### config.mk
export PLATFORM = sky130hd
export DESIGN_NAME = apc_regs
export DESIGN_NICKNAME = d
export VERILOG_FILES = /design/src/design/apc_pkg.sv /design/src/design/apc_regs.sv
export SDC_FILE = /design/constraint.sdc
export NUM_CORES = 1
export LEC_CHECK = 0
export ABC_CLOCK_PERIOD_IN_PS = 2900
export BUFFER_PORTS_ARGS = -buffer_cell sky130_fd_sc_hd__buf_2
export CORE_UTILIZATION = 50
export DETAILED_ROUTE_END_ITERATION = 16
export MAX_ROUTING_LAYER = met4
export PLACE_DENSITY = 0.78
export REMOVE_ABC_BUFFERS = 1
export SETUP_SLACK_MARGIN = 0.2
export SLEW_MARGIN = 20
export SYNTH_ARGS = -nofsm -noshare
export SYNTH_HDL_FRONTEND = slang
export SYNTH_SLANG_ARGS = --single-unit
export TNS_END_PERCENT = 100
### constraint.sdc
create_clock -name clk -period 2.9 [get_ports clk]
set_input_delay 0.145 -clock clk [delete_from_list [all_inputs] [get_ports clk]]
set_output_delay 0.145 -clock clk [all_outputs]
set_load 0.05 [all_outputs]
### src/design/apc_pkg.sv
// shared constants and carriers for the audio path configuration registers
package apc_pkg;

  localparam int ADDR_W = 8;
  localparam int DATA_W = 8;

  // register offsets
  localparam logic [7:0] OFS_LOOPBACK = 8'h08;
  localparam logic [7:0] OFS_GAIN     = 8'h09;
  localparam logic [7:0] OFS_IMPED    = 8'h0A;
  localparam logic [7:0] OFS_HYBRID   = 8'h0B;

  // values after reset
  localparam logic [7:0] RST_LOOPBACK = 8'h00;
  localparam logic [7:0] RST_GAIN     = 8'h00;
  localparam logic [7:0] RST_IMPED    = 8'h00;
  localparam logic [7:0] RST_HYBRID   = 8'h33;

  // writable bits; everything else is reserved
  localparam logic [7:0] MASK_LOOPBACK = 8'h07;
  localparam logic [7:0] MASK_GAIN     = 8'hFF;
  localparam logic [7:0] MASK_IMPED    = 8'h3F;
  localparam logic [7:0] MASK_HYBRID   = 8'h77;

  // loopback control fields
  localparam int POS_FULL_LOOP    = 2;
  localparam int POS_DIGITAL_LOOP = 1;
  localparam int POS_PART_LOOP    = 0;

  // audio gain control fields
  localparam int POS_RX_HP_BYP = 7;
  localparam int POS_TX_HP_BYP = 6;
  localparam int POS_TX_MUTE   = 5;
  localparam int POS_RX_MUTE   = 4;
  localparam int POS_TX_GAIN   = 2;
  localparam int POS_RX_GAIN   = 0;

  // line impedance control fields
  localparam int POS_CAP_COMP  = 4;
  localparam int POS_SYNTH_EN  = 3;
  localparam int POS_NETWORK   = 0;

  // hybrid balance control fields
  localparam int POS_METER_HYB = 4;
  localparam int POS_AUDIO_HYB = 0;

  // analog gain codes
  localparam logic [1:0] GAIN_0DB   = 2'h0;
  localparam logic [1:0] GAIN_CUT   = 2'h1;
  localparam logic [1:0] GAIN_BOOST = 2'h2;
  localparam logic [1:0] GAIN_MUTE  = 2'h3;

  // line capacitance compensation codes
  localparam logic [1:0] CAP_OFF  = 2'h0;
  localparam logic [1:0] CAP_4N7  = 2'h1;
  localparam logic [1:0] CAP_10N  = 2'h2;

  // hybrid codes
  localparam logic [2:0] HYB_0DB = 3'h3;
  localparam logic [2:0] HYB_OFF = 3'h7;

  typedef struct packed {
    logic              wr;
    logic              rd;
    logic [ADDR_W-1:0] addr;
    logic [DATA_W-1:0] wdata;
  } apc_bus_req_s;

  typedef struct packed {
    logic       full_analog_loop_en;
    logic       digital_loop_en;
    logic       partial_analog_loop_en;
    logic       rx_highpass_bypass;
    logic       tx_highpass_bypass;
    logic       tx_digital_mute;
    logic       rx_digital_mute;
    logic [1:0] tx_analog_gain_sel;
    logic [1:0] rx_analog_gain_sel;
    logic [1:0] line_cap_comp_sel;
    logic       impedance_synth_en;
    logic [2:0] impedance_network_sel;
    logic [2:0] metering_hybrid_sel;
    logic [2:0] audio_hybrid_sel;
  } apc_ctrl_s;

  typedef struct packed {
    logic       tx_gain_cut;
    logic       tx_gain_boost;
    logic       tx_analog_mute;
    logic       rx_gain_cut;
    logic       rx_gain_boost;
    logic       rx_analog_mute;
    logic       cap_comp_4n7;
    logic       cap_comp_10n;
    logic [7:0] network_onehot;
    logic       metering_hybrid_off;
    logic       audio_hybrid_off;
  } apc_decode_s;

endpackage : apc_pkg

### src/design/apc_regs.sv
// audio path configuration register bank with decoded path controls
`timescale 1ns/1ps

module apc_regs (
  input  wire logic                  clk,
  input  wire logic                  rst_b,
  input  wire apc_pkg::apc_bus_req_s bus_req,
  output logic [apc_pkg::DATA_W-1:0] rdata,
  output apc_pkg::apc_ctrl_s         ctrl,
  output apc_pkg::apc_decode_s       decode
);

  logic [7:0] loop_reg;
  logic [7:0] gain_reg;
  logic [7:0] imped_reg;
  logic [7:0] hyb_reg;
  logic [7:0] loop_next;
  logic [7:0] gain_next;
  logic [7:0] imped_next;
  logic [7:0] hyb_next;
  logic       hit_loop;
  logic       hit_gain;
  logic       hit_imped;
  logic       hit_hyb;

  assign hit_loop  = bus_req.addr == apc_pkg::OFS_LOOPBACK;
  assign hit_gain  = bus_req.addr == apc_pkg::OFS_GAIN;
  assign hit_imped = bus_req.addr == apc_pkg::OFS_IMPED;
  assign hit_hyb   = bus_req.addr == apc_pkg::OFS_HYBRID;

  // next values with reserved bits forced to zero
  always_comb begin
    loop_next  = loop_reg;
    gain_next  = gain_reg;
    imped_next = imped_reg;
    hyb_next   = hyb_reg;
    if (bus_req.wr) begin
      if (hit_loop) begin
        loop_next = bus_req.wdata & apc_pkg::MASK_LOOPBACK;
      end
      if (hit_gain) begin
        gain_next = bus_req.wdata & apc_pkg::MASK_GAIN;
      end
      if (hit_imped) begin
        imped_next = bus_req.wdata & apc_pkg::MASK_IMPED;
      end
      if (hit_hyb) begin
        hyb_next = bus_req.wdata & apc_pkg::MASK_HYBRID;
      end
    end
  end

  // storage; writes have no effect beyond the stored value
  always_ff @(posedge clk or negedge rst_b) begin
    if (!rst_b) begin
      loop_reg  <= apc_pkg::RST_LOOPBACK;
      gain_reg  <= apc_pkg::RST_GAIN;
      imped_reg <= apc_pkg::RST_IMPED;
      hyb_reg   <= apc_pkg::RST_HYBRID;
    end else begin
      loop_reg  <= loop_next;
      gain_reg  <= gain_next;
      imped_reg <= imped_next;
      hyb_reg   <= hyb_next;
    end
  end

  // read data stands only in the cycle after the strobe; unmapped reads zero
  always_ff @(posedge clk or negedge rst_b) begin
    if (!rst_b) begin
      rdata <= 8'h00;
    end else if (bus_req.rd) begin
      case (bus_req.addr)
        apc_pkg::OFS_LOOPBACK: rdata <= loop_reg;
        apc_pkg::OFS_GAIN:     rdata <= gain_reg;
        apc_pkg::OFS_IMPED:    rdata <= imped_reg;
        apc_pkg::OFS_HYBRID:   rdata <= hyb_reg;
        default:               rdata <= 8'h00;
      endcase
    end else begin
      rdata <= 8'h00;
    end
  end

  // raw field outputs, loaded from next values so they track the registers exactly
  always_ff @(posedge clk or negedge rst_b) begin
    if (!rst_b) begin
      ctrl <= '0;
      ctrl.metering_hybrid_sel <= apc_pkg::HYB_0DB;
      ctrl.audio_hybrid_sel    <= apc_pkg::HYB_0DB;
    end else begin
      ctrl.full_analog_loop_en    <= loop_next[apc_pkg::POS_FULL_LOOP];
      ctrl.digital_loop_en        <= loop_next[apc_pkg::POS_DIGITAL_LOOP];
      ctrl.partial_analog_loop_en <= loop_next[apc_pkg::POS_PART_LOOP];
      ctrl.rx_highpass_bypass     <= gain_next[apc_pkg::POS_RX_HP_BYP];
      ctrl.tx_highpass_bypass     <= gain_next[apc_pkg::POS_TX_HP_BYP];
      ctrl.tx_digital_mute        <= gain_next[apc_pkg::POS_TX_MUTE];
      ctrl.rx_digital_mute        <= gain_next[apc_pkg::POS_RX_MUTE];
      ctrl.tx_analog_gain_sel     <= gain_next[apc_pkg::POS_TX_GAIN +: 2];
      ctrl.rx_analog_gain_sel     <= gain_next[apc_pkg::POS_RX_GAIN +: 2];
      ctrl.line_cap_comp_sel      <= imped_next[apc_pkg::POS_CAP_COMP +: 2];
      ctrl.impedance_synth_en     <= imped_next[apc_pkg::POS_SYNTH_EN];
      ctrl.impedance_network_sel  <= imped_next[apc_pkg::POS_NETWORK +: 3];
      ctrl.metering_hybrid_sel    <= hyb_next[apc_pkg::POS_METER_HYB +: 3];
      ctrl.audio_hybrid_sel       <= hyb_next[apc_pkg::POS_AUDIO_HYB +: 3];
    end
  end

  // gain and mute decode for the analog path
  always_ff @(posedge clk or negedge rst_b) begin
    if (!rst_b) begin
      decode.tx_gain_cut    <= 1'b0;
      decode.tx_gain_boost  <= 1'b0;
      decode.tx_analog_mute <= 1'b0;
      decode.rx_gain_cut    <= 1'b0;
      decode.rx_gain_boost  <= 1'b0;
      decode.rx_analog_mute <= 1'b0;
    end else begin
      // code 11 keeps 0 dB gain while muting, so neither cut nor boost
      decode.tx_gain_cut    <= gain_next[apc_pkg::POS_TX_GAIN +: 2] == apc_pkg::GAIN_CUT;
      decode.tx_gain_boost  <= gain_next[apc_pkg::POS_TX_GAIN +: 2] == apc_pkg::GAIN_BOOST;
      decode.tx_analog_mute <= gain_next[apc_pkg::POS_TX_GAIN +: 2] == apc_pkg::GAIN_MUTE;
      decode.rx_gain_cut    <= gain_next[apc_pkg::POS_RX_GAIN +: 2] == apc_pkg::GAIN_CUT;
      decode.rx_gain_boost  <= gain_next[apc_pkg::POS_RX_GAIN +: 2] == apc_pkg::GAIN_BOOST;
      decode.rx_analog_mute <= gain_next[apc_pkg::POS_RX_GAIN +: 2] == apc_pkg::GAIN_MUTE;
    end
  end

  // line compensation and termination network decode
  always_ff @(posedge clk or negedge rst_b) begin
    if (!rst_b) begin
      decode.cap_comp_4n7   <= 1'b0;
      decode.cap_comp_10n   <= 1'b0;
      decode.network_onehot <= 8'h00;
    end else begin
      // reserved code 11 engages neither capacitor, the safe choice
      decode.cap_comp_4n7 <= imped_next[apc_pkg::POS_CAP_COMP +: 2] == apc_pkg::CAP_4N7;
      decode.cap_comp_10n <= imped_next[apc_pkg::POS_CAP_COMP +: 2] == apc_pkg::CAP_10N;
      // no network engaged while synthesis is off
      if (imped_next[apc_pkg::POS_SYNTH_EN]) begin
        decode.network_onehot <= 8'h01 << imped_next[apc_pkg::POS_NETWORK +: 3];
      end else begin
        decode.network_onehot <= 8'h00;
      end
    end
  end

  // hybrid off decode
  always_ff @(posedge clk or negedge rst_b) begin
    if (!rst_b) begin
      decode.metering_hybrid_off <= 1'b0;
      decode.audio_hybrid_off    <= 1'b0;
    end else begin
      decode.metering_hybrid_off <= hyb_next[apc_pkg::POS_METER_HYB +: 3] == apc_pkg::HYB_OFF;
      decode.audio_hybrid_off    <= hyb_next[apc_pkg::POS_AUDIO_HYB +: 3] == apc_pkg::HYB_OFF;
    end
  end

endmodule : apc_regs

### Yosys cells after proc, flatten, opt, wreduce, memory -nomap -nowiden

Cells that the tools add are included.

| operators by class | value |
|---|---|
| eq/ne operators | 14 |
| muxes and demuxes | 11 |
| shift operators | 1 |

Operator list:

| kind | number |
|---|---|
| 8-bit by 4-bit equality test with 1-bit output, second input constant | 4 |
| 8-bit 2-to-1 mux | 4 |
| 8-bit one-hot mux with 4 select lines | 1 |
| 7-bit 2-to-1 mux | 2 |
| 6-bit 2-to-1 mux | 2 |
| 2-bit equality test, second input constant | 5 |
| 1-bit by 3-bit << shifter with 8-bit output, first input constant | 1 |
| 2-bit by 1-bit equality test with 1-bit output, second input constant | 3 |
| 3-bit equality test, second input constant | 2 |
| 3-bit 2-to-1 mux | 2 |

| word-level totals | value |
|---|---|
| logic and storage cells | 56 |
| bits in registers | 72 |
| bits of input ports | 20 |

### Depth between registers and ports, before layout

| logic depth | value |
|---|---|
| word-level depth | 5 |
| mapped depth | 5 |
| mapped depth without buffers | 3 |

### Worst setup path after synthesis

Ideal clock, no wire load.

| path | value |
|---|---|
| path kind | input -> register |
| start point | input port bus_req[13] (netlist name) |
| end point | register ctrl[7] (netlist name) |
| required time | 2.775 ns |
| setup time | 0.125 ns |
| buffers on the path | 2 |
| data arrival time | 1.644 ns |
| cell stages on the path | 5 |
| path slack | 1.131 ns |
| path through | or4_4 buf_6 nor3b_4 buf_6 mux2_4 |

| between the ends | value |
|---|---|
| word-level cells in the longest chain between the ends | 3 |

RTL lines:

| item | line | source |
|---|---|---|
| start, declared | apc_regs.sv:7 | `input wire apc_pkg::apc_bus_req_s bus_req,` |
| 8-bit by 4-bit equality test with 1-bit output | apc_regs.sv:28 | `assign hit_imped = bus_req.addr == apc_pkg::OFS_IMPED;` |
| 6-bit 2-to-1 mux | apc_regs.sv:44 | `if (hit_imped) begin` |
| 6-bit 2-to-1 mux | apc_regs.sv:37 | `if (bus_req.wr) begin` |
| net imped_next[1] | apc_regs.sv:19 | `logic [7:0] imped_next;` |
| end, declared | apc_regs.sv:9 | `output apc_pkg::apc_ctrl_s ctrl,` |

The timed path passes the listed nets, and every way through them passes these cells.

### Worst setup path in the final report

| path | value |
|---|---|
| start point | input port bus_req[13] (netlist name) |
| end point | register decode[4] (netlist name) |

| between the ends | value |
|---|---|
| word-level cells in the longest chain between the ends | 5 |

RTL lines:

| item | line | source |
|---|---|---|
| 8-bit by 4-bit equality test with 1-bit output (*) | apc_regs.sv:28 |  |
| 6-bit 2-to-1 mux (*) | apc_regs.sv:44 |  |
| 6-bit 2-to-1 mux (*) | apc_regs.sv:37 |  |
| 1-bit by 3-bit << shifter with 8-bit output | apc_regs.sv:141 | `decode.network_onehot <= 8'h01 << imped_next[apc_pkg::POS_NETWORK +: 3];` |
| 8-bit 2-to-1 mux (*) | apc_regs.sv:140 | `if (imped_next[apc_pkg::POS_SYNTH_EN]) begin` |
| end, declared | apc_regs.sv:10 | `output apc_pkg::apc_decode_s decode` |

Every way passes the cells marked *; elsewhere a longest branch is shown, timed or not.

==> out/results.ini <==
[floorplanning]
start_util = 0.522
rows = 24
die_area_um2 = 4850
ios = 69
die_h_um = 69.6
coreArea_um2 = 4380
fp.dieW_um = 69.6

[timing]
hold_viol = 0
finalSetupTns_ns = 0
tightest_slew_ns = 0.691
fin_ws_ns = 1.18
period_needed_ns = 1.72
rsz0062_at_grt = false
fmax_mhz = 583
slew_headroom = 0.539
setup-violations-final = 0
finalMaxSlewViolations = 0
skew_ns = 0.00343
finalCritPeriodShare = 0.592

[power]
p_int_uw = 1050
switching_share = 0.262
combPwrFrac = 0.135
power_frac_seq = 0.514
pwr-share-clk = 0.351
p_leak_uw = 0.00142
power.switching_uw = 371
ir_drop_mv = 0.412
power_density_nw_per_um2 = 511

[critical_path]
cp_top_family = simple AND/OR/NAND/NOR gates
critPathLaunchType = input pin
critical_path_arrival_ns = 1.93
max_stage_delay_ns = 0.63
crit_path_max_fanout = 12
worstPathCellList = buf_2 -> or4_4 -> nor3b_4 -> buf_4 -> mux2i_1
reg2reg_depth = 2
slowest_stage = nor3b_4
end_kind = register
critical_path_required_ns = 3.11
critPathBufInv = 2
path_depth = 5
critical_path_class = in2reg

[clocking]
htreeDepth = 2
clock_path_buffers = 2
insertion_delay_ns = 0.29
numCtsBuffers = 5
root_buffer = clkbuf_8
cts_sinks = 49
cts_resized = 0
clkTransAtPathRegs_ns = 0.09
cts_tree = built

[detailed_routing]
viasPerCell = 5.43
final_antenna_net_count = 0
finalWirelength_um = 4800
detail_route.first_pass.iterations = 4
vias = 1569
wl_per_cell_um = 16.6
drt_iter0_markers = 120
drc = 0

[global_routing]
grt_usage = 0.218
grt_remaining_overflow = 0
grt_pass1_vias = 1524
antenna_found_initial = 0
grt_first_pass_wirelength_um = 8110
grt_start_max_net_pins = 50

[status]
status = completed

[yosys]
yosys.area.top_type = dfrtp_1
synth.area.mux_share = 0.240
ys_warn_count = 0
yosys.area_share.simple = 0.177
ys_seq_elements = 49
ys_seq_area_frac = 0.538
syn_inst = 169
synth_xor_area_frac = 0
avgSynthCellArea_um2 = 13.5
synth_top_area_share = 0.492
synthTopCellsByArea = dfrtp_1 49%, mux2_2 12%, mux2i_1 7.4%, dfstp_2 4.6%, nand2b_1 3.3%
synth_compound_area_frac = 0.00985
syn_area_um2 = 2290
synth_fa_ha_area_frac = 0
synth_top_family_by_area = multiplexers
synth.distinct_cells = 29

[placed_design]
pre_cts_ws_ns = 0.881
gp_congestion = 0.794
port-buffer-count = 68
dp_hpwl_um = 3330

[finish]
final_common_cell = buf_2
largestRegisters = decode x18, ctrl x10, rdata x8
largest_reg_flops = 18
syn_to_final_growth_pct = 21.1
num_antenna_cells = 0
fin_nets = 256
drive_gt1_frac = 0.511
mostFrequentLayoutCells = 67 x buf_2, 45 x dfrtp_1, 25 x mux2_2
final_util = 0.632
top_register = decode

[hold_path]
hold_path_class = in2reg
whs_path_depth = 2

[flow_run]
maxCapViolations = 0

-- final timing paths --
kind	slack, ns	from	endpoint
hold / removal	0.09	bus_req[7]	ctrl[19]
setup / recovery	1.18	bus_req[13]	decode[4]
max in group asynchronous	2.10	rst_b	decode[9]
setup reg to reg	1.64	imped_reg[2]	rdata[2]
hold reg to reg	0.52	ctrl[19]	rdata[7]
min in group asynchronous	0.40	rst_b	gain_reg[5]
-- final cells by class --
class	instances	area, um2
fillers	350	1620
flip-flops and latches	49	1230
multi-input cells	107	977
repair buffers	72	375
clock buffers	7	86.3
well taps	52	65.1
clock inverters	1	30.0
inverters	1	3.75
-- synth_stat cells --
| cell type | instances |
|---|---|
| nor3b_4 | 2 |
| clkbuf_1 | 8 |
| nor4_2 | 1 |
| or2_2 | 2 |
| mux4_2 | 3 |
| nor2b_1 | 6 |
| mux2_2 | 25 |
| nor4b_1 | 1 |
| nor3b_1 | 1 |
| nor3_4 | 1 |
| a22oi_1 | 3 |
| mux2i_1 | 17 |
| buf_6 | 4 |
| nand2_1 | 6 |
| nand4_1 | 2 |
| dfstp_2 | 4 |
| nand3b_1 | 2 |
| nor2_1 | 6 |
| nand3_1 | 6 |
| dfrtp_1 | 45 |
| and3b_1 | 1 |
| or4b_4 | 1 |
| mux2_4 | 2 |
| or4_4 | 1 |
| inv_1 | 1 |
| nand4b_1 | 3 |
| nand2b_1 | 12 |
| nor3b_2 | 1 |
| or4bb_1 | 2 |
-- what timing repair did --
action	4_1_cts	5_1_grt
hold buffers	0	1
setup buffers	0	0
endpoints found under the hold margin	0	45
-- power groups by stage --
stage | Sequential [uW] | Clock [uW] | Combinational (uW)
global placement | 740 | 0 | 188
floorplan | 808 | 0 | 48.2
detailed placement | 741 | 0 | 190
CTS | 728 | 507 | 191
finish | 728 | 497 | 191
global route | 733 | 536 | 203
-- cells by family after synthesis --
kind of cell,Yosys count
AND/OR/NAND/NOR,57
flip-flops,49
multiplexers,47
buffers and inverters,13
AO/OA/AOI/OAI,3
-- per-stage QoR --
step | std cells | total power [uW] | hold WS [ns] | area [um2]
2_1_floorplan | 157 | 856 | -0.151 | 2210
3_3_place_gp | 280 | 928 | 0.383 | 2640
3_5_place_dp | 280 | 931 | 0.384 | 2640
4_1_cts | 288 | 1430 | 0.0725 | 2760
5_1_grt | 289 | 1470 | 0.0882 | 2770
6_report | 289 | 1420 | 0.0926 | 2770
-- routing by layer --
metal,vias up,track usage,wire [um]
met1,786,0.315,2290
met3,4,0.0378,177
met4,0,0.0622,62
met5,-,-,0
met2,44,0.320,2270
li1,735,-,-
No activity file was read; power rests on OpenSTA's default activity.
